File: config.mk
export PLATFORM = sky130hd
export DESIGN_NAME = autoneg_partner_status_regs
export DESIGN_NICKNAME = d
export VERILOG_FILES = /design/src/logic/an_status_pkg.sv /design/src/logic/latch_high_flag.sv /design/src/logic/page_capture.sv /design/src/logic/autoneg_partner_status_regs.sv
export SDC_FILE = /design/constraint.sdc
export NUM_CORES = 1
export LEC_CHECK = 0
export BUFFER_PORTS_ARGS = -buffer_cell sky130_fd_sc_hd__buf_2
export CORE_ASPECT_RATIO = 1.25
export CORE_UTILIZATION = 45
export CTS_CLUSTER_DIAMETER = 80
export DETAILED_ROUTE_END_ITERATION = 6
export GPL_TIMING_DRIVEN = 0
export PLACE_DENSITY = 0.76
export SLEW_MARGIN = 5
export SYNTH_ARGS = -nofsm -noshare
export SYNTH_HDL_FRONTEND = slang
export SYNTH_SLANG_ARGS = --single-unit
File: constraint.sdc
create_clock -name pclk -period 4.19 [get_ports pclk]
set_clock_uncertainty 0.15 [all_clocks]
set_input_delay 0.419 -clock pclk [delete_from_list [all_inputs] [get_ports pclk]]
set_output_delay 0.419 -clock pclk [all_outputs]
set_load 0.01 [all_outputs]
File: src/logic/an_status_pkg.sv
// Shared constants of the auto-negotiation partner status register bank.
// Assumes a 32-bit APB with 12 address bits and word-aligned registers.
package an_status_pkg;

	// Register indices; the byte address is four times the index.
	localparam logic [9:0]  PARTNER_IDX    = 10'h005;
	localparam logic [9:0]  EXPANSION_IDX  = 10'h006;
	localparam logic [9:0]  OVERRIDE_IDX   = 10'h010;
	localparam logic [9:0]  IRQ_STATUS_IDX = 10'h020;
	localparam logic [9:0]  IRQ_MASK_IDX   = 10'h021;

	localparam int          ADDR_W         = 12;
	localparam int          WORD_W         = 16;

	// Partner ability word field positions.
	localparam int          PA_NEXT_PAGE   = 15;
	localparam int          PA_ACK         = 14;
	localparam int          PA_REM_FAULT   = 13;
	localparam int          PA_TAF_HI      = 12;
	localparam int          PA_TAF_LO      = 5;
	localparam int          PA_SEL_HI      = 4;
	localparam int          PA_SEL_LO      = 0;
	// Reserved 5.12:10 read as zero; selector 5.3:0 is override-writable.
	localparam logic [15:0] PA_READ_MASK   = 16'hE3FF;
	localparam logic [15:0] PA_CW_MASK     = 16'h000F;
	localparam logic [15:0] PA_RESET       = 16'h0000;
	localparam logic [4:0]  SEL_IEEE_8023  = 5'h01;
	localparam logic [4:0]  SEL_IEEE_8029  = 5'h02;

	// Expansion register field positions.
	localparam int          EX_PD_FAULT    = 4;
	localparam int          EX_LP_NP_ABLE  = 3;
	localparam int          EX_NP_ABLE     = 2;
	localparam int          EX_PAGE_RX     = 1;
	localparam int          EX_LP_AN_ABLE  = 0;
	localparam int          EX_RSVD_LO     = 5;
	localparam int          EX_RSVD_W      = 11;
	localparam logic [15:0] EX_RESET       = 16'h0004;
	localparam logic [10:0] EX_RSVD_RESET  = 11'h000;

	// Command override register.
	localparam int          OVR_BIT        = 15;
	localparam logic [15:0] OVR_RESET      = 16'h0000;

	// Interrupt status and mask layout.
	localparam int          IRQ_W          = 3;
	localparam int          IRQ_PAGE_RX    = 0;
	localparam int          IRQ_PD_FAULT   = 1;
	localparam int          IRQ_REM_FAULT  = 2;
	localparam logic [2:0]  IRQ_MASK_RESET = 3'h0;

	// Turns an APB byte address into a register index.
	function automatic logic [9:0] byte_to_index(
		input logic [ADDR_W-1:0] addr
	);
		byte_to_index = addr[ADDR_W-1:2];
	endfunction : byte_to_index

	// True when the two low address bits select a whole aligned word.
	function automatic logic is_aligned(input logic [ADDR_W-1:0] addr);
		is_aligned = (addr[1:0] == 2'h0);
	endfunction : is_aligned

endpackage : an_status_pkg

File: src/logic/latch_high_flag.sv
// One latching-high status bit.
// Assumes set and clear are single-cycle strobes synchronous to pclk.
module latch_high_flag (
	// Clock and reset
	input  wire logic pclk,
	input  wire logic presetn,
	// Control
	input  wire logic set,
	input  wire logic clear,
	// State
	output logic      q
);

	// A set arriving with the clear wins, so no event is lost.
	always_ff @(posedge pclk or negedge presetn) begin
		if (!presetn) begin
			q <= 1'b0;
		end else if (set) begin
			q <= 1'b1;
		end else if (clear) begin
			q <= 1'b0;
		end
	end

endmodule : latch_high_flag

File: src/logic/page_capture.sv
// Holding register for the last link code word taken from the partner.
// Assumes page_valid is a one-cycle strobe with page_word valid alongside.
module page_capture (
	// Clock and reset
	input  wire logic        pclk,
	input  wire logic        presetn,
	// Received page
	input  wire logic        page_valid,
	input  wire logic [15:0] page_word,
	// Override write from management
	input  wire logic        cw_we,
	input  wire logic [15:0] cw_data,
	// Stored word
	output logic      [15:0] word
);

	// A received page wins over a management write in the same cycle,
	// because the partner's word is the truth the register must show.
	always_ff @(posedge pclk or negedge presetn) begin
		if (!presetn) begin
			word <= an_status_pkg::PA_RESET;
		end else if (page_valid) begin
			word <= page_word;
		end else if (cw_we) begin
			word <= (word & ~an_status_pkg::PA_CW_MASK)
				| (cw_data & an_status_pkg::PA_CW_MASK);
		end
	end

endmodule : page_capture

File: src/logic/autoneg_partner_status_regs.sv
// Partner ability and expansion status registers behind an APB slave.
// Assumes the auto-negotiation core drives its strobes on pclk and that
// APB and that core share the one clock.
//
// Added by the designer: the APB register port.

// How it works
// Bit 5.15 shows partner next-page flag.
// Bit 5.14 shows partner acknowledge.
// Bit 5.13 shows partner remote fault.
// Bits 5.12:5 copy partner technology abilities; the read mask zeroes 5.12:10, so only 5.9:5 show the partner's bits.
// Reserved bits 5.12:10 always read zero.
// Software writes default values into reserved bits.
// Bits 5.4:0 show partner selector code.
// Reserved bits 6.15:5 always read zero.
// Protected bits writable only with override set.
// Parallel detect fault latches 6.4 until read.
// Bit 6.3 follows partner next-page bit.
// Bit 6.2 reads one, local next page.
// New page latches page-received bit 6.1.
// Reading expansion register clears page-received.
// Bit 6.0 set while valid bursts arrive.
// Software trusts partner word after completion.
// Word and page flag update together.
module autoneg_partner_status_regs (
	// Clock and reset
	input  wire logic        pclk,
	input  wire logic        presetn,
	// APB slave
	input  wire logic        psel,
	input  wire logic        penable,
	input  wire logic        pwrite,
	input  wire logic [11:0] paddr,
	input  wire logic [31:0] pwdata,
	output logic      [31:0] prdata,
	output logic             pready,
	output logic             pslverr,
	// Auto-negotiation core
	input  wire logic        page_valid,
	input  wire logic [15:0] page_word,
	input  wire logic        pd_fault,
	input  wire logic        flp_valid,
	// Auxiliary controls and interrupt
	output logic      [10:0] aux_reserved,
	output logic             irq
);

	// Bus phase decode.
	logic        setup_phase;
	logic        access_done;
	logic        wr_done;
	logic        rd_done;
	logic [9:0]  acc_idx;
	logic [9:0]  setup_idx;
	logic        setup_hit;

	// Register state.
	logic [15:0] partner_word;
	logic [15:0] override_reg;
	logic [10:0] rsvd_reg;
	logic        lp_an_able_reg;
	logic        page_rx_flag;
	logic        pd_fault_flag;
	logic [2:0]  irq_status;
	logic [2:0]  irq_mask_reg;
	logic        rem_fault_reg;
	logic        override_on;

	// Read values.
	logic [15:0] partner_view;
	logic [15:0] expansion_view;
	logic [31:0] rdata_next;

	// Access strobes and events.
	logic        partner_cw_we;
	logic        rsvd_we;
	logic        override_we;
	logic        mask_we;
	logic        exp_read;
	logic        irq_read;
	logic        rem_fault_rise;
	logic        irq_pending;
	logic [2:0]  irq_events;

	// One decode for every side-effect strobe: the access must complete
	// without an error and address the wanted register.
	function automatic logic strobe_for(
		input logic       done,
		input logic       err,
		input logic [9:0] idx,
		input logic [9:0] want
	);
		strobe_for = done & ~err & (idx == want);
	endfunction : strobe_for

	// True for every register index that the bank answers.
	function automatic logic is_mapped(input logic [9:0] idx);
		case (idx)
			an_status_pkg::PARTNER_IDX:    is_mapped = 1'b1;
			an_status_pkg::EXPANSION_IDX:  is_mapped = 1'b1;
			an_status_pkg::OVERRIDE_IDX:   is_mapped = 1'b1;
			an_status_pkg::IRQ_STATUS_IDX: is_mapped = 1'b1;
			an_status_pkg::IRQ_MASK_IDX:   is_mapped = 1'b1;
			default:                       is_mapped = 1'b0;
		endcase
	endfunction : is_mapped

	// Places a 16-bit register in the low half of the bus word.
	function automatic logic [31:0] low_half(input logic [15:0] v);
		low_half = {16'h0000, v};
	endfunction : low_half

	// Places a 3-bit interrupt register in the low bits of the bus word.
	function automatic logic [31:0] irq_word(input logic [2:0] v);
		irq_word = {29'h0, v};
	endfunction : irq_word

	assign setup_phase = psel & ~penable;
	assign access_done = psel & penable & pready;
	assign wr_done     = access_done & pwrite;
	assign rd_done     = access_done & ~pwrite;
	assign acc_idx     = an_status_pkg::byte_to_index(paddr);
	assign setup_idx   = acc_idx;
	assign override_on = override_reg[an_status_pkg::OVR_BIT];

	// Address decode of the setup cycle; misaligned or unknown is an error.
	always_comb begin
		setup_hit = 1'b0;
		if (an_status_pkg::is_aligned(paddr)) begin
			setup_hit = is_mapped(setup_idx);
		end
	end

	// Partner word as software sees it.
	always_comb begin
		partner_view = partner_word
			& an_status_pkg::PA_READ_MASK;
	end

	// Expansion register as software sees it.
	// Bit 6.0 is a plain level and drops when the bursts stop.
	always_comb begin
		expansion_view = 16'h0000;
		expansion_view[an_status_pkg::EX_PD_FAULT] = pd_fault_flag;
		expansion_view[an_status_pkg::EX_LP_NP_ABLE] =
			partner_word[an_status_pkg::PA_NEXT_PAGE];
		expansion_view[an_status_pkg::EX_NP_ABLE] =
			an_status_pkg::EX_RESET[an_status_pkg::EX_NP_ABLE];
		expansion_view[an_status_pkg::EX_PAGE_RX] = page_rx_flag;
		expansion_view[an_status_pkg::EX_LP_AN_ABLE] =
			lp_an_able_reg;
	end

	// Read data is chosen in the setup cycle and registered, so prdata
	// is stable from a flop for the whole access phase.
	always_comb begin
		rdata_next = 32'h0000_0000;
		if (setup_phase && !pwrite && setup_hit) begin
			case (setup_idx)
				an_status_pkg::PARTNER_IDX:
					rdata_next = low_half(partner_view);
				an_status_pkg::EXPANSION_IDX:
					rdata_next = low_half(expansion_view);
				an_status_pkg::OVERRIDE_IDX:
					rdata_next = low_half(override_reg);
				an_status_pkg::IRQ_STATUS_IDX:
					rdata_next = irq_word(irq_status);
				an_status_pkg::IRQ_MASK_IDX:
					rdata_next = irq_word(irq_mask_reg);
				default:
					rdata_next = 32'h0000_0000;
			endcase
		end
	end

	// One wait-free access: pready rises for the cycle after setup.
	always_ff @(posedge pclk or negedge presetn) begin
		if (!presetn) begin
			pready <= 1'b0;
		end else begin
			pready <= setup_phase;
		end
	end

	// The error is decided at setup so that it stands beside pready.
	always_ff @(posedge pclk or negedge presetn) begin
		if (!presetn) begin
			pslverr <= 1'b0;
		end else begin
			pslverr <= setup_phase & ~setup_hit;
		end
	end

	// The word chosen at setup is captured for the access phase.
	always_ff @(posedge pclk or negedge presetn) begin
		if (!presetn) begin
			prdata <= 32'h0000_0000;
		end else begin
			prdata <= rdata_next;
		end
	end

	// Side effects act only at the completing edge of a clean access.
	assign partner_cw_we = override_on & strobe_for(wr_done, pslverr,
		acc_idx, an_status_pkg::PARTNER_IDX);
	assign rsvd_we       = override_on & strobe_for(wr_done, pslverr,
		acc_idx, an_status_pkg::EXPANSION_IDX);
	assign override_we   = strobe_for(wr_done, pslverr, acc_idx,
		an_status_pkg::OVERRIDE_IDX);
	assign mask_we       = strobe_for(wr_done, pslverr, acc_idx,
		an_status_pkg::IRQ_MASK_IDX);
	assign exp_read      = strobe_for(rd_done, pslverr, acc_idx,
		an_status_pkg::EXPANSION_IDX);
	assign irq_read      = strobe_for(rd_done, pslverr, acc_idx,
		an_status_pkg::IRQ_STATUS_IDX);

	// The override bit itself is an ordinary writable control.
	always_ff @(posedge pclk or negedge presetn) begin
		if (!presetn) begin
			override_reg <= an_status_pkg::OVR_RESET;
		end else if (override_we) begin
			override_reg <= {pwdata[an_status_pkg::OVR_BIT], 15'h0000};
		end
	end

	// Reserved expansion bits are held for the auxiliary functions but
	// never shown on a read; writes pass only under the override.
	always_ff @(posedge pclk or negedge presetn) begin
		if (!presetn) begin
			rsvd_reg <= an_status_pkg::EX_RSVD_RESET;
		end else if (rsvd_we) begin
			rsvd_reg <= pwdata[an_status_pkg::EX_RSVD_LO
				+: an_status_pkg::EX_RSVD_W];
		end
	end

	always_ff @(posedge pclk or negedge presetn) begin
		if (!presetn) begin
			aux_reserved <= an_status_pkg::EX_RSVD_RESET;
		end else begin
			aux_reserved <= rsvd_reg;
		end
	end

	// Stored partner word; the page flag is set on the same edge.
	page_capture u_page_capture (
		.pclk       (pclk),
		.presetn    (presetn),
		.page_valid (page_valid),
		.page_word  (page_word),
		.cw_we      (partner_cw_we),
		.cw_data    (pwdata[15:0]),
		.word       (partner_word)
	);

	latch_high_flag u_page_rx (
		.pclk    (pclk),
		.presetn (presetn),
		.set     (page_valid),
		.clear   (exp_read),
		.q       (page_rx_flag)
	);

	// A fault and a read in one cycle leave the bit set.
	latch_high_flag u_pd_fault (
		.pclk    (pclk),
		.presetn (presetn),
		.set     (pd_fault),
		.clear   (exp_read),
		.q       (pd_fault_flag)
	);

	// Burst presence is a level from the arbitration logic.
	always_ff @(posedge pclk or negedge presetn) begin
		if (!presetn) begin
			lp_an_able_reg <= 1'b0;
		end else begin
			lp_an_able_reg <= flp_valid;
		end
	end

	// Remote fault rising edge is an interrupt event.
	// Word and delayed copy reset alike, so no false edge follows reset.
	always_ff @(posedge pclk or negedge presetn) begin
		if (!presetn) begin
			rem_fault_reg <= 1'b0;
		end else begin
			rem_fault_reg <= partner_word[an_status_pkg::PA_REM_FAULT];
		end
	end

	assign rem_fault_rise = partner_word[an_status_pkg::PA_REM_FAULT]
		& ~rem_fault_reg;

	// Event vector of the interrupt status register, one bit per cause.
	assign irq_events[an_status_pkg::IRQ_PAGE_RX]   = page_valid;
	assign irq_events[an_status_pkg::IRQ_PD_FAULT]  = pd_fault;
	assign irq_events[an_status_pkg::IRQ_REM_FAULT] = rem_fault_rise;

	// Interrupt status, cleared by reading it; set wins over the clear.
	latch_high_flag u_irq_page (
		.pclk    (pclk),
		.presetn (presetn),
		.set     (irq_events[an_status_pkg::IRQ_PAGE_RX]),
		.clear   (irq_read),
		.q       (irq_status[an_status_pkg::IRQ_PAGE_RX])
	);

	latch_high_flag u_irq_pd (
		.pclk    (pclk),
		.presetn (presetn),
		.set     (irq_events[an_status_pkg::IRQ_PD_FAULT]),
		.clear   (irq_read),
		.q       (irq_status[an_status_pkg::IRQ_PD_FAULT])
	);

	latch_high_flag u_irq_rf (
		.pclk    (pclk),
		.presetn (presetn),
		.set     (irq_events[an_status_pkg::IRQ_REM_FAULT]),
		.clear   (irq_read),
		.q       (irq_status[an_status_pkg::IRQ_REM_FAULT])
	);

	always_ff @(posedge pclk or negedge presetn) begin
		if (!presetn) begin
			irq_mask_reg <= an_status_pkg::IRQ_MASK_RESET;
		end else if (mask_we) begin
			irq_mask_reg <= pwdata[2:0];
		end
	end

	// Masking only gates the output; the status bits latch regardless.
	assign irq_pending = |(irq_status & irq_mask_reg);

	// The output lags status by one cycle so it comes from a flop.
	always_ff @(posedge pclk or negedge presetn) begin
		if (!presetn) begin
			irq <= 1'b0;
		end else begin
			irq <= irq_pending;
		end
	end

endmodule : autoneg_partner_status_regs

==> qor.txt, run 1 <==
Share of cells above drive strength 1: 41.8%
Die ar.: 6140 um2
Clock sink count: 62
Biggest regs: prdata x13, u_page_capture.word x13
Number of nets with antenna violations after routing: 0
Final slew viol count: 0
Max Cap Viol: 0
Unrepaired setup endpoints after global routing: false
Power density over the cells: 385 nW/um2
Setup crit start kind: input pin
Vias per cell: 4.91
DR WL/cell: 13.6 um
Post-synthesis sequential area ratio: 59.2%
Via count: 1815
Fin nets: 369
Post-synthesis simple-gate area fraction: 14.5%
Number of CTS-inserted buffers: 9
R2R cell count: 5
Data arrival, critical path: 2.12 ns
Final hold violation count: 0
First-pass GRT wire length: 8540 um
Ys Warns: 0
I/O pins: 114
R2R Path End: rsvd_reg[7]
Final Cycle Share: 49.1%
Initial Util: 47.5%
Hpwl dp: 3720 um
CP endpoint kind: flip-flop
Most frequent cells in the layout: 72 x buf_2, 62 x dfrtp_1, 21 x buf_4
Layout area overhead: 27.9%
CTS clk-pin slew, worst paths: 0.07 ns
Placer Congestion: 0.879
Core area: 5520 um2
XOR/XNOR Fraction of Synth Area: 0.668%
Main combinational cell family by area after synthesis: simple AND/OR/NAND/NOR gates
Clock buffer depth: 2
Row count: 30
#FFs+latches synth: 62
Mapped Cells: 200
Slew at the pin closest to its max-slew limit: 0.739 ns
Vias in the first global route: 1823
Overall power: 1.29 mW
Remaining Overflow, GRT: 0
Placement Cell Area: 3130 um2
Root Driver: clkbuf_8
Clock tree from TritonCTS: done
DRC errors left: 0
H-tree depth: 3
Total wire length: 5040 um
Max-slew headroom: 50.7%
Port Buffers: 72
Initial antenna violation count: 0
Mapped Avg Cell Area: 13.1 um2
Die W: 70.3 um
Largest net degree at the start of global routing: 63
CP Class: in -> reg
Post-route minimum period: 2.06 ns
CP required: 4.26 ns
GRT Util Overall: 18.3%
Flop2flop setup slack: 2.36 ns
Reg2reg start: pslverr
Proportion of synthesized area in mux cells: 12.6%
Hold_buf cts: 0
Die Height: 87.3 um
Clk_lat worst skew: 0.33 ns
Router iterations before antenna repair: 4
Setup bufs post-CTS: 0
Fmax: 486 MHz
Leakage: 1.73 nW
Adder-Cell Fraction of Synth Area: 0%
Post-synthesis cell type count: 46
Post-CTS sizing: 0
1st-iter DRT viols: 81
Status: finished, final reports clean
Post-Route Setup TNS: 0 ns
Mapped Area: 2620 um2
Complex-gate fraction of the synthesized area: 6.25%
Largest fanout on the critical path: 10
Worst hold path type: in -> async
Final instance area: 3350 um2
Commonest non-fill, non-tap cell in the layout: buf_2
Endpoints failing setup: 0
Peak supply drop: 252 uV
Antenna fix cells: 0
cells in the mapped netlist (all sizes together):
library cell  count  area [um2]
mux2i             6        60.1
and2              7        43.8
nand2b            4        25.0
a222oi            1        10.0
o22a              1        8.76
a32oi             1        8.76
dfrtp            62        1550
nor4              6        58.8
buf              21         155
inv               2        7.51
nand3             5        25.0
nor2b             2        12.5
a2bb2oi           1        8.76
nand4b            2        17.5
mux2             24         270
or3               1        6.26
and3              2        12.5
a31oi             1        6.26
nand3b            1        7.51
nor2              5        21.3
a22o              1        8.76
o31a              1        8.76
and4b             1        10.0
a21o              4        30.0
a211oi            1        7.51
or3b              1        8.76
o2bb2ai           1        8.76
nor3              6        30.0
o22ai             1        6.26
nand4             2        12.5
a311oi            1        8.76
or4               2        18.8
xnor2             2        17.5
nand2             7        26.3
clkbuf            3        11.3
conb              1        3.75
or4b              1        13.8
nor4b             2        30.0
a22oi             3        22.5
o21ai             4        20.0
where the power goes:
part / total (mW) / internal [mW] / switching [mW]
Combinational: 0.0993 / 0.0474 / 0.0520
Sequential: 0.621 / 0.613 / 0.00804
Clock: 0.572 / 0.336 / 0.235
through the flow:
step	cells	hold WS (ns)	util, %	worst slack, ns
CTS	370	0.0263	60.7	2.16
detailed placement	354	0.208	56.7	1.79
global placement	354	0.198	56.7	1.82
finish	370	0.00376	60.8	2.13
global route	370	0.0202	60.8	2.01
floorplan	218	-0.0266	-	2.11
layout make-up:
cell class / count / area (um2)
clock buffer: 9 / 124
timing repair buffer: 72 / 363
multi-input combinational: 130 / 963
buffer: 24 / 166
fill: 451 / 2160
tap: 64 / 80.1
clock inverter: 7 / 97.6
inverter: 2 / 7.51
sequential: 62 / 1550
cells by family after synthesis:
| logic type | count (synthesis) |
|---|---|
| buffers and inverters | 26 |
| muxes | 30 |
| AOI/OAI and AO/OA | 22 |
| and+or+nand+nor | 57 |
| xor gates and xnor gates | 2 |
| other | 1 |
| DFF | 62 |
worst max-delay path by stage:
stage             endpoint  cells after the start  slack (ns)      from
2_1_floorplan  rsvd_reg[0]                      5        2.11  paddr[5]
3_3_place_gp   rsvd_reg[1]                      6        1.82  paddr[2]
3_5_place_dp   rsvd_reg[7]                      6        1.79  paddr[2]
4_1_cts        rsvd_reg[7]                      6        2.16  paddr[2]
5_1_grt        rsvd_reg[6]                      6        2.01  paddr[2]
6_report       rsvd_reg[7]                      6        2.13  paddr[2]
worst max-delay path, stage by stage:
cell and delay (ns):
buf_2 0.11, buf_2 0.18, nor4b_2 0.58, and3_1 0.28, buf_4 0.20, mux2_1 0.34
routing by layer:
layer | vias up | part of all wire [%] | track usage (%)
li1 | 889 | - | -
met4 | 0 | 0.87 | 7.64
met2 | 53 | 53 | 31.1
met5 | - | 0 | 0
met3 | 4 | 5.0 | 5.67
met1 | 869 | 41 | 21.4
Power figures use the tool's default switching activity.
==> run 2, diff against run 1 <==
==> constraint.sdc (replaced) <==
create_clock -name pclk -period 2 [get_ports pclk]
set_clock_uncertainty 0.15 [all_clocks]
set_input_delay 0.2 -clock pclk [delete_from_list [all_inputs] [get_ports pclk]]
set_output_delay 0.2 -clock pclk [all_outputs]
set_load 0.01 [all_outputs]
==> qor.txt, run 2 (same netlist as run 1, synthesis figures left out) <==
Port Buffers: 72 (unchanged)
Buffers & Inverters on Critical Path: 1 (-2)
Internal Power: 2.13 mW (+110%)
Router iterations before antenna repair: 7 (+3)
Die Height: 87.3 um (unchanged)
CTS clk-pin slew, worst paths: 0.07 ns (about the same)
Initial Util: 47.5% (unchanged)
Max-slew headroom: 50.3% (-0.40 points)
Core area: 5520 um2 (unchanged)
Most used cell, CP: and3_1
Layout Cells excl Fill: 405 (+9.5%)
Peak supply drop: 530 uV (+110%)
Overall power: 2.76 mW (+110%)
Core Util, Final: 67.2% (+6.4 points)
Total wire length: 5550 um (+10%)
CP Class: reg -> reg
Die ar.: 6140 um2 (unchanged)
Worst hold path type: in -> reg
R2R cell count: 5 (unchanged)
Max Cap Viol: 0 (unchanged)
R2R Path End: rsvd_reg[7]
Vias in the first global route: 2035 (+12%)
I/O pins: 114 (unchanged)
CP endpoint kind: flip-flop
Comb pwr share: 9.5% (+1.8 points)
Final hold violation count: 0 (unchanged)
H-tree depth: 3 (unchanged)
Setup crit start kind: flip-flop
Setup ws final: 0.151 ns (-1.98 ns)
Reg2reg start: pslverr
Die W: 70.3 um (unchanged)
Final Cycle Share: 92.4%
Worst Hold Launch: pwrite
Via count: 1955 (+7.7%)
Largest net degree at the start of global routing: 63 (unchanged)
Remaining Overflow, GRT: 0 (unchanged)
Power density over the cells: 745 nW/um2 (+93%)
Clk pwr share: 43.4% (-0.9 points)
DRC errors left: 0 (unchanged)
Clock tree from TritonCTS: done
Row count: 30 (unchanged)
Share of cells above drive strength 1: 37.8% (-4.0 points)
Slew at the pin closest to its max-slew limit: 0.745 ns (+0.00603 ns)
Layout area overhead: 41.5%
Hold Path End: override_reg[15]
Delay-heaviest family, CP: simple AND/OR/NAND/NOR gates
Post-route minimum period: 1.85 ns
Psw: 630 uW (+110%)
Vias per cell: 4.83 (-1.6%)
Biggest regs: prdata x13, u_page_capture.word x13
Antenna fix cells: 0 (unchanged)
Leakage: 1.87 nW (+8.6%)
Unrepaired setup endpoints after global routing: false
Fin nets: 404 (+9.5%)
Flop pwr share: 47.1% (-1.0 points)
Flop2flop setup slack: 0.15 ns (-2.21 ns)
1st-iter DRT viols: 75 (-7.4%)
Clk_lat worst skew: 0.33 ns (about the same)
DP Worst Slack: -0.178 ns (-1.97 ns)
Switching share of power: 22.8% (-0.049 points)
Setup bufs post-CTS: 0 (unchanged)
Final slew viol count: 0 (unchanged)
Data arrival, critical path: 1.91 ns (-0.21 ns)
CP required: 2.06 ns (-2.20 ns)
Number of nets with antenna violations after routing: 0 (unchanged)
GRT Util Overall: 19.9% (+1.6 points)
Hold path cells: 3
DR WL/cell: 13.7 um (+0.74%)
Fmax: 541 MHz
Most frequent cells in the layout: 72 x buf_2, 62 x dfrtp_1, 35 x dlygate4sd3_1
Initial antenna violation count: 0 (unchanged)
Commonest non-fill, non-tap cell in the layout: buf_2
Status: finished, final reports clean
Number of CTS-inserted buffers: 9 (unchanged)
Worst hold slack: 0.107 ns (+0.103 ns)
Endpoints failing setup: 0 (unchanged)
Critical path, cell by cell: and4b_1 > and3_1 > and3_1 > buf_4 > mux2_1
Hpwl dp: 3720 um (unchanged)
Root Driver: clkbuf_8
Number of instances in the placed design: 354 (unchanged)
Peak per-stage delay on the critical path: 0.39 ns (-0.19 ns)
Clock sink count: 62 (unchanged)
Slowest-stage cell, CP: dfrtp_1
Largest fanout on the critical path: 10 (unchanged)
Clock buffer depth: 2 (unchanged)
First-pass GRT wire length: 9260 um (+8.4%)
Placer Congestion: 0.879 (unchanged)
run 2: repair_timing:
item	4_1_cts	5_1_grt
setup endpoints to repair	0	7
hold buffers	34	1
gates resized for setup	0	1
endpoints found under the hold margin	33	62
run 2: tightest hold or removal path: cells and delay by family:
kind / cells / cell delay, ns
buffers and inverters: 1 / 0.14
multiplexers: 1 / 0.13
AND/OR/NAND/NOR: 1 / 0.08
run 2: worst max-delay path by stage:
stage	start	to	cells past startpoint
3_3_place_gp	paddr[2]	rsvd_reg[1]	6
2_1_floorplan	paddr[5]	rsvd_reg[0]	5
4_1_cts	paddr[1]	prdata[14]	6
3_5_place_dp	paddr[2]	rsvd_reg[7]	6
5_1_grt	paddr[2]	rsvd_reg[6]	6
6_report	pslverr	rsvd_reg[7]	5
run 2: final cells by class:
type / count / area [um2]
plain buffers: 24 / 166
clock buffers: 9 / 124
clock inverters: 7 / 97.6
fillers: 414 / 1810
inverters: 2 / 7.51
multi-input cells: 130 / 968
flip-flops and latches: 62 / 1550
well taps: 64 / 80.1
repair buffers: 107 / 713
run 2: routing by layer:
layer | track usage (%) | up-vias | wire length, um
met5 | 0 | - | 0
met3 | 5.44 | 4 | 223
met2 | 35.7 | 56 | 3010
li1 | - | 958 | -
met1 | 22.4 | 937 | 2270
met4 | 8.00 | 0 | 43
run 2: stage by stage:
| step | setup TNS, ns | area (um2) |
|---|---|---|
| global route | 0 | 3710 |
| detailed placement | -2.84 | 3130 |
| global placement | -2.54 | 3130 |
| floorplan | 0 | 2690 |
| finish | 0 | 3710 |
| CTS | 0 | 3690 |
run 2: power by group through the flow:
stage	clock, mW	sequential (mW)	combinational, mW
2_1_floorplan	0	1.32	0.113
3_3_place_gp	0	1.32	0.205
3_5_place_dp	0	1.32	0.210
4_1_cts	1.23	1.30	0.261
5_1_grt	1.29	1.31	0.295
6_report	1.20	1.30	0.264
==> run 3, diff against run 2 <==
--- a/config.mk
+++ b/config.mk
@@ -7,11 +7,12 @@
 export LEC_CHECK = 0
 export BUFFER_PORTS_ARGS = -buffer_cell sky130_fd_sc_hd__buf_2
 export CORE_ASPECT_RATIO = 1.25
-export CORE_UTILIZATION = 45
+export CORE_UTILIZATION = 47
 export CTS_CLUSTER_DIAMETER = 80
+export CTS_CLUSTER_SIZE = 20
 export DETAILED_ROUTE_END_ITERATION = 6
 export GPL_TIMING_DRIVEN = 0
-export PLACE_DENSITY = 0.76
+export PLACE_DENSITY = 0.79
 export SLEW_MARGIN = 5
 export SYNTH_ARGS = -nofsm -noshare
 export SYNTH_HDL_FRONTEND = slang
==> qor.txt, run 3 (same netlist as run 1, synthesis figures left out) <==
Vias per cell: 4.83 (about the same)
DR WL/cell: 13.3 um (-3.1%)
Biggest regs: prdata x13, u_page_capture.word x13
FILL cells: 411 (-0.72%)
Peak per-stage delay on the critical path: 0.52 ns (+0.13 ns)
Clock sink count: 62 (unchanged)
Psw: 590 uW (-6.4%)
Initial Util: 48.5% (+0.99 points)
Worst hold path type: in -> reg
Router iterations before antenna repair: 4 (-3)
Setup ws final: 0.0785 ns (-0.0727 ns)
Most used cell, CP: and3_1
Unrepaired setup endpoints after global routing: false
Core area: 5410 um2 (-2.0%)
Final slew viol count: 0 (unchanged)
Max-slew headroom: 49.3% (-0.97 points)
Most frequent cells in the layout: 72 x buf_2, 62 x dfrtp_1, 35 x dlygate4sd3_1
CP endpoint kind: flip-flop
Largest net degree at the start of global routing: 63 (unchanged)
Fmax: 520 MHz (-3.8%)
H-tree depth: 3 (unchanged)
Final hold violation count: 0 (unchanged)
Internal Power: 1.94 mW (-9.2%)
Vias in the first global route: 1931 (-5.1%)
First-pass GRT wire length: 8710 um (-6.0%)
Placer Congestion: 0.906 (+3.1%)
Flop pwr share: 51.5% (+4.4 points)
Clk pwr share: 38.1% (-5.3 points)
Overall power: 2.53 mW (-8.6%)
Largest fanout on the critical path: 10 (unchanged)
Comb pwr share: 10.4% (+0.9 points)
Slew at the pin closest to its max-slew limit: 0.760 ns (+0.0145 ns)
Switching share of power: 23.3% (+0.53 points)
Leakage: 1.85 nW (-1.2%)
Antenna fix cells: 0 (unchanged)
Die Height: 85.5 um (-2.1%)
CTS clk-pin slew, worst paths: 0.07 ns (about the same)
DRC errors left: 0 (unchanged)
Peak supply drop: 505 uV (-4.8%)
Power density over the cells: 690 nW/um2 (-7.4%)
Port Buffers: 72 (unchanged)
Clock buffer depth: 2 (unchanged)
Core Util, Final: 67.8% (+0.54 points)
Die W: 68.8 um (-2.1%)
Clock tree from TritonCTS: done
Endpoints failing setup: 0 (unchanged)
Clk_lat worst skew: 0.33 ns (about the same)
Number of CTS-inserted buffers: 9 (unchanged)
DP Worst Slack: -0.175 ns (+0.00291 ns)
Remaining Overflow, GRT: 0 (unchanged)
Root Driver: clkbuf_8
Commonest non-fill, non-tap cell in the layout: buf_2
1st-iter DRT viols: 80 (+6.7%)
CP Class: in -> reg
Final Cycle Share: 96.1% (+3.6 points)
Post-route minimum period: 1.92 ns (+0.0727 ns)
Buffers & Inverters on Critical Path: 3 (+2)
Via count: 1951 (-0.20%)
Layout area overhead: 39.7%
CP required: 2.06 ns (about the same)
I/O pins: 114 (unchanged)
Number of nets with antenna violations after routing: 0 (unchanged)
Fin nets: 404 (unchanged)
Share of cells above drive strength 1: 37.4% (-0.48 points)
Data arrival, critical path: 1.98 ns (+0.07 ns)
Hpwl dp: 3620 um (-2.6%)
Critical path, cell by cell: dlygate4sd3_1 > buf_2 > and4b_1 > and3_1 > and3_1 > buf_4 > mux2_1
Setup bufs post-CTS: 0 (unchanged)
GRT Util Overall: 20.4% (+0.48 points)
Initial antenna violation count: 0 (unchanged)
Status: finished, final reports clean
Slowest-stage cell, CP: dlygate4sd3_1
Row count: 30 (unchanged)
Setup crit start kind: input pin
Delay-heaviest family, CP: buffers and inverters
Total wire length: 5360 um (-3.4%)
Die ar.: 5880 um2 (-4.1%)
Max Cap Viol: 0 (unchanged)
## run 3: changes by cell type in the layout (fill, tap and decap cells not counted), sizes merged
cell and change:
inv -1, clkinv -1, bufinv -2, clkbuf +3
## run 3: area by class of cell
type / count / area [um2] / share of cell area (%)
plain buffers: 24 / 166 / 4.54
multi-input cells: 130 / 968 / 26.4
repair buffers: 107 / 713 / 19.5
inverters: 2 / 7.51 / 0.205
flip-flops and latches: 62 / 1550 / 42.4
clock inverters: 3 / 20.0 / 0.547
clock buffers: 12 / 155 / 4.24
well taps: 64 / 80.1 / 2.19
## run 3: timing repair
action,in CTS,in global routing
gates resized for setup,0,1
hold buffers,34,1
hold endpoints to repair,33,62
endpoints found under the setup margin,0,7
## run 3: power groups by stage
| stage | clock network [mW] | registers [mW] | logic, mW |
|---|---|---|---|
| 2_1_floorplan | 0 | 1.32 | 0.113 |
| 3_5_place_dp | 0 | 1.33 | 0.209 |
| 3_3_place_gp | 0 | 1.32 | 0.204 |
| 6_report | 0.962 | 1.30 | 0.262 |
| 5_1_grt | 1.05 | 1.30 | 0.292 |
| 4_1_cts | 0.990 | 1.30 | 0.261 |
## run 3: tightest hold or removal path: stages
cell     delay, ns
buf_2         0.14
nand3_1       0.08
mux2_1        0.13
## run 3: per-stage QoR
step / TNS, ns / area, um2 / hold slack (ns) / cells
2_1_floorplan: 0 / 2690 / -0.246 / 218
3_3_place_gp: -1.95 / 3130 / 0.160 / 354
3_5_place_dp: -2.20 / 3130 / 0.166 / 354
4_1_cts: 0 / 3640 / 0.0591 / 403
5_1_grt: 0 / 3660 / 0.0961 / 404
6_report: 0 / 3660 / 0.0966 / 404
## run 3: path summary, 6_finish.rpt
check	from	to	slack [ns]	depth (start not counted)
worst max-delay path	penable	rsvd_reg[1]	0.08	7
worst min-delay path	pwrite	override_reg[15]	0.1	3
worst max register to register	pslverr	rsvd_reg[1]	0.15	5
worst min register to register	rsvd_reg[0]	aux_reserved[0]	0.22	0
max in group asynchronous	presetn	u_page_capture.word[2]	0.87	2
min in group asynchronous	presetn	prdata[14]	0.32	2
## run 3: per-layer routing
metal	wire, um	global-route usage, %	vias to the layer above	share of wire (%)
met2	2810	33.0	55	52
met4	119	10.9	0	2.2
met3	201	4.39	10	3.7
met1	2240	25.0	930	42
li1	-	-	956	-
met5	0	0	-	0
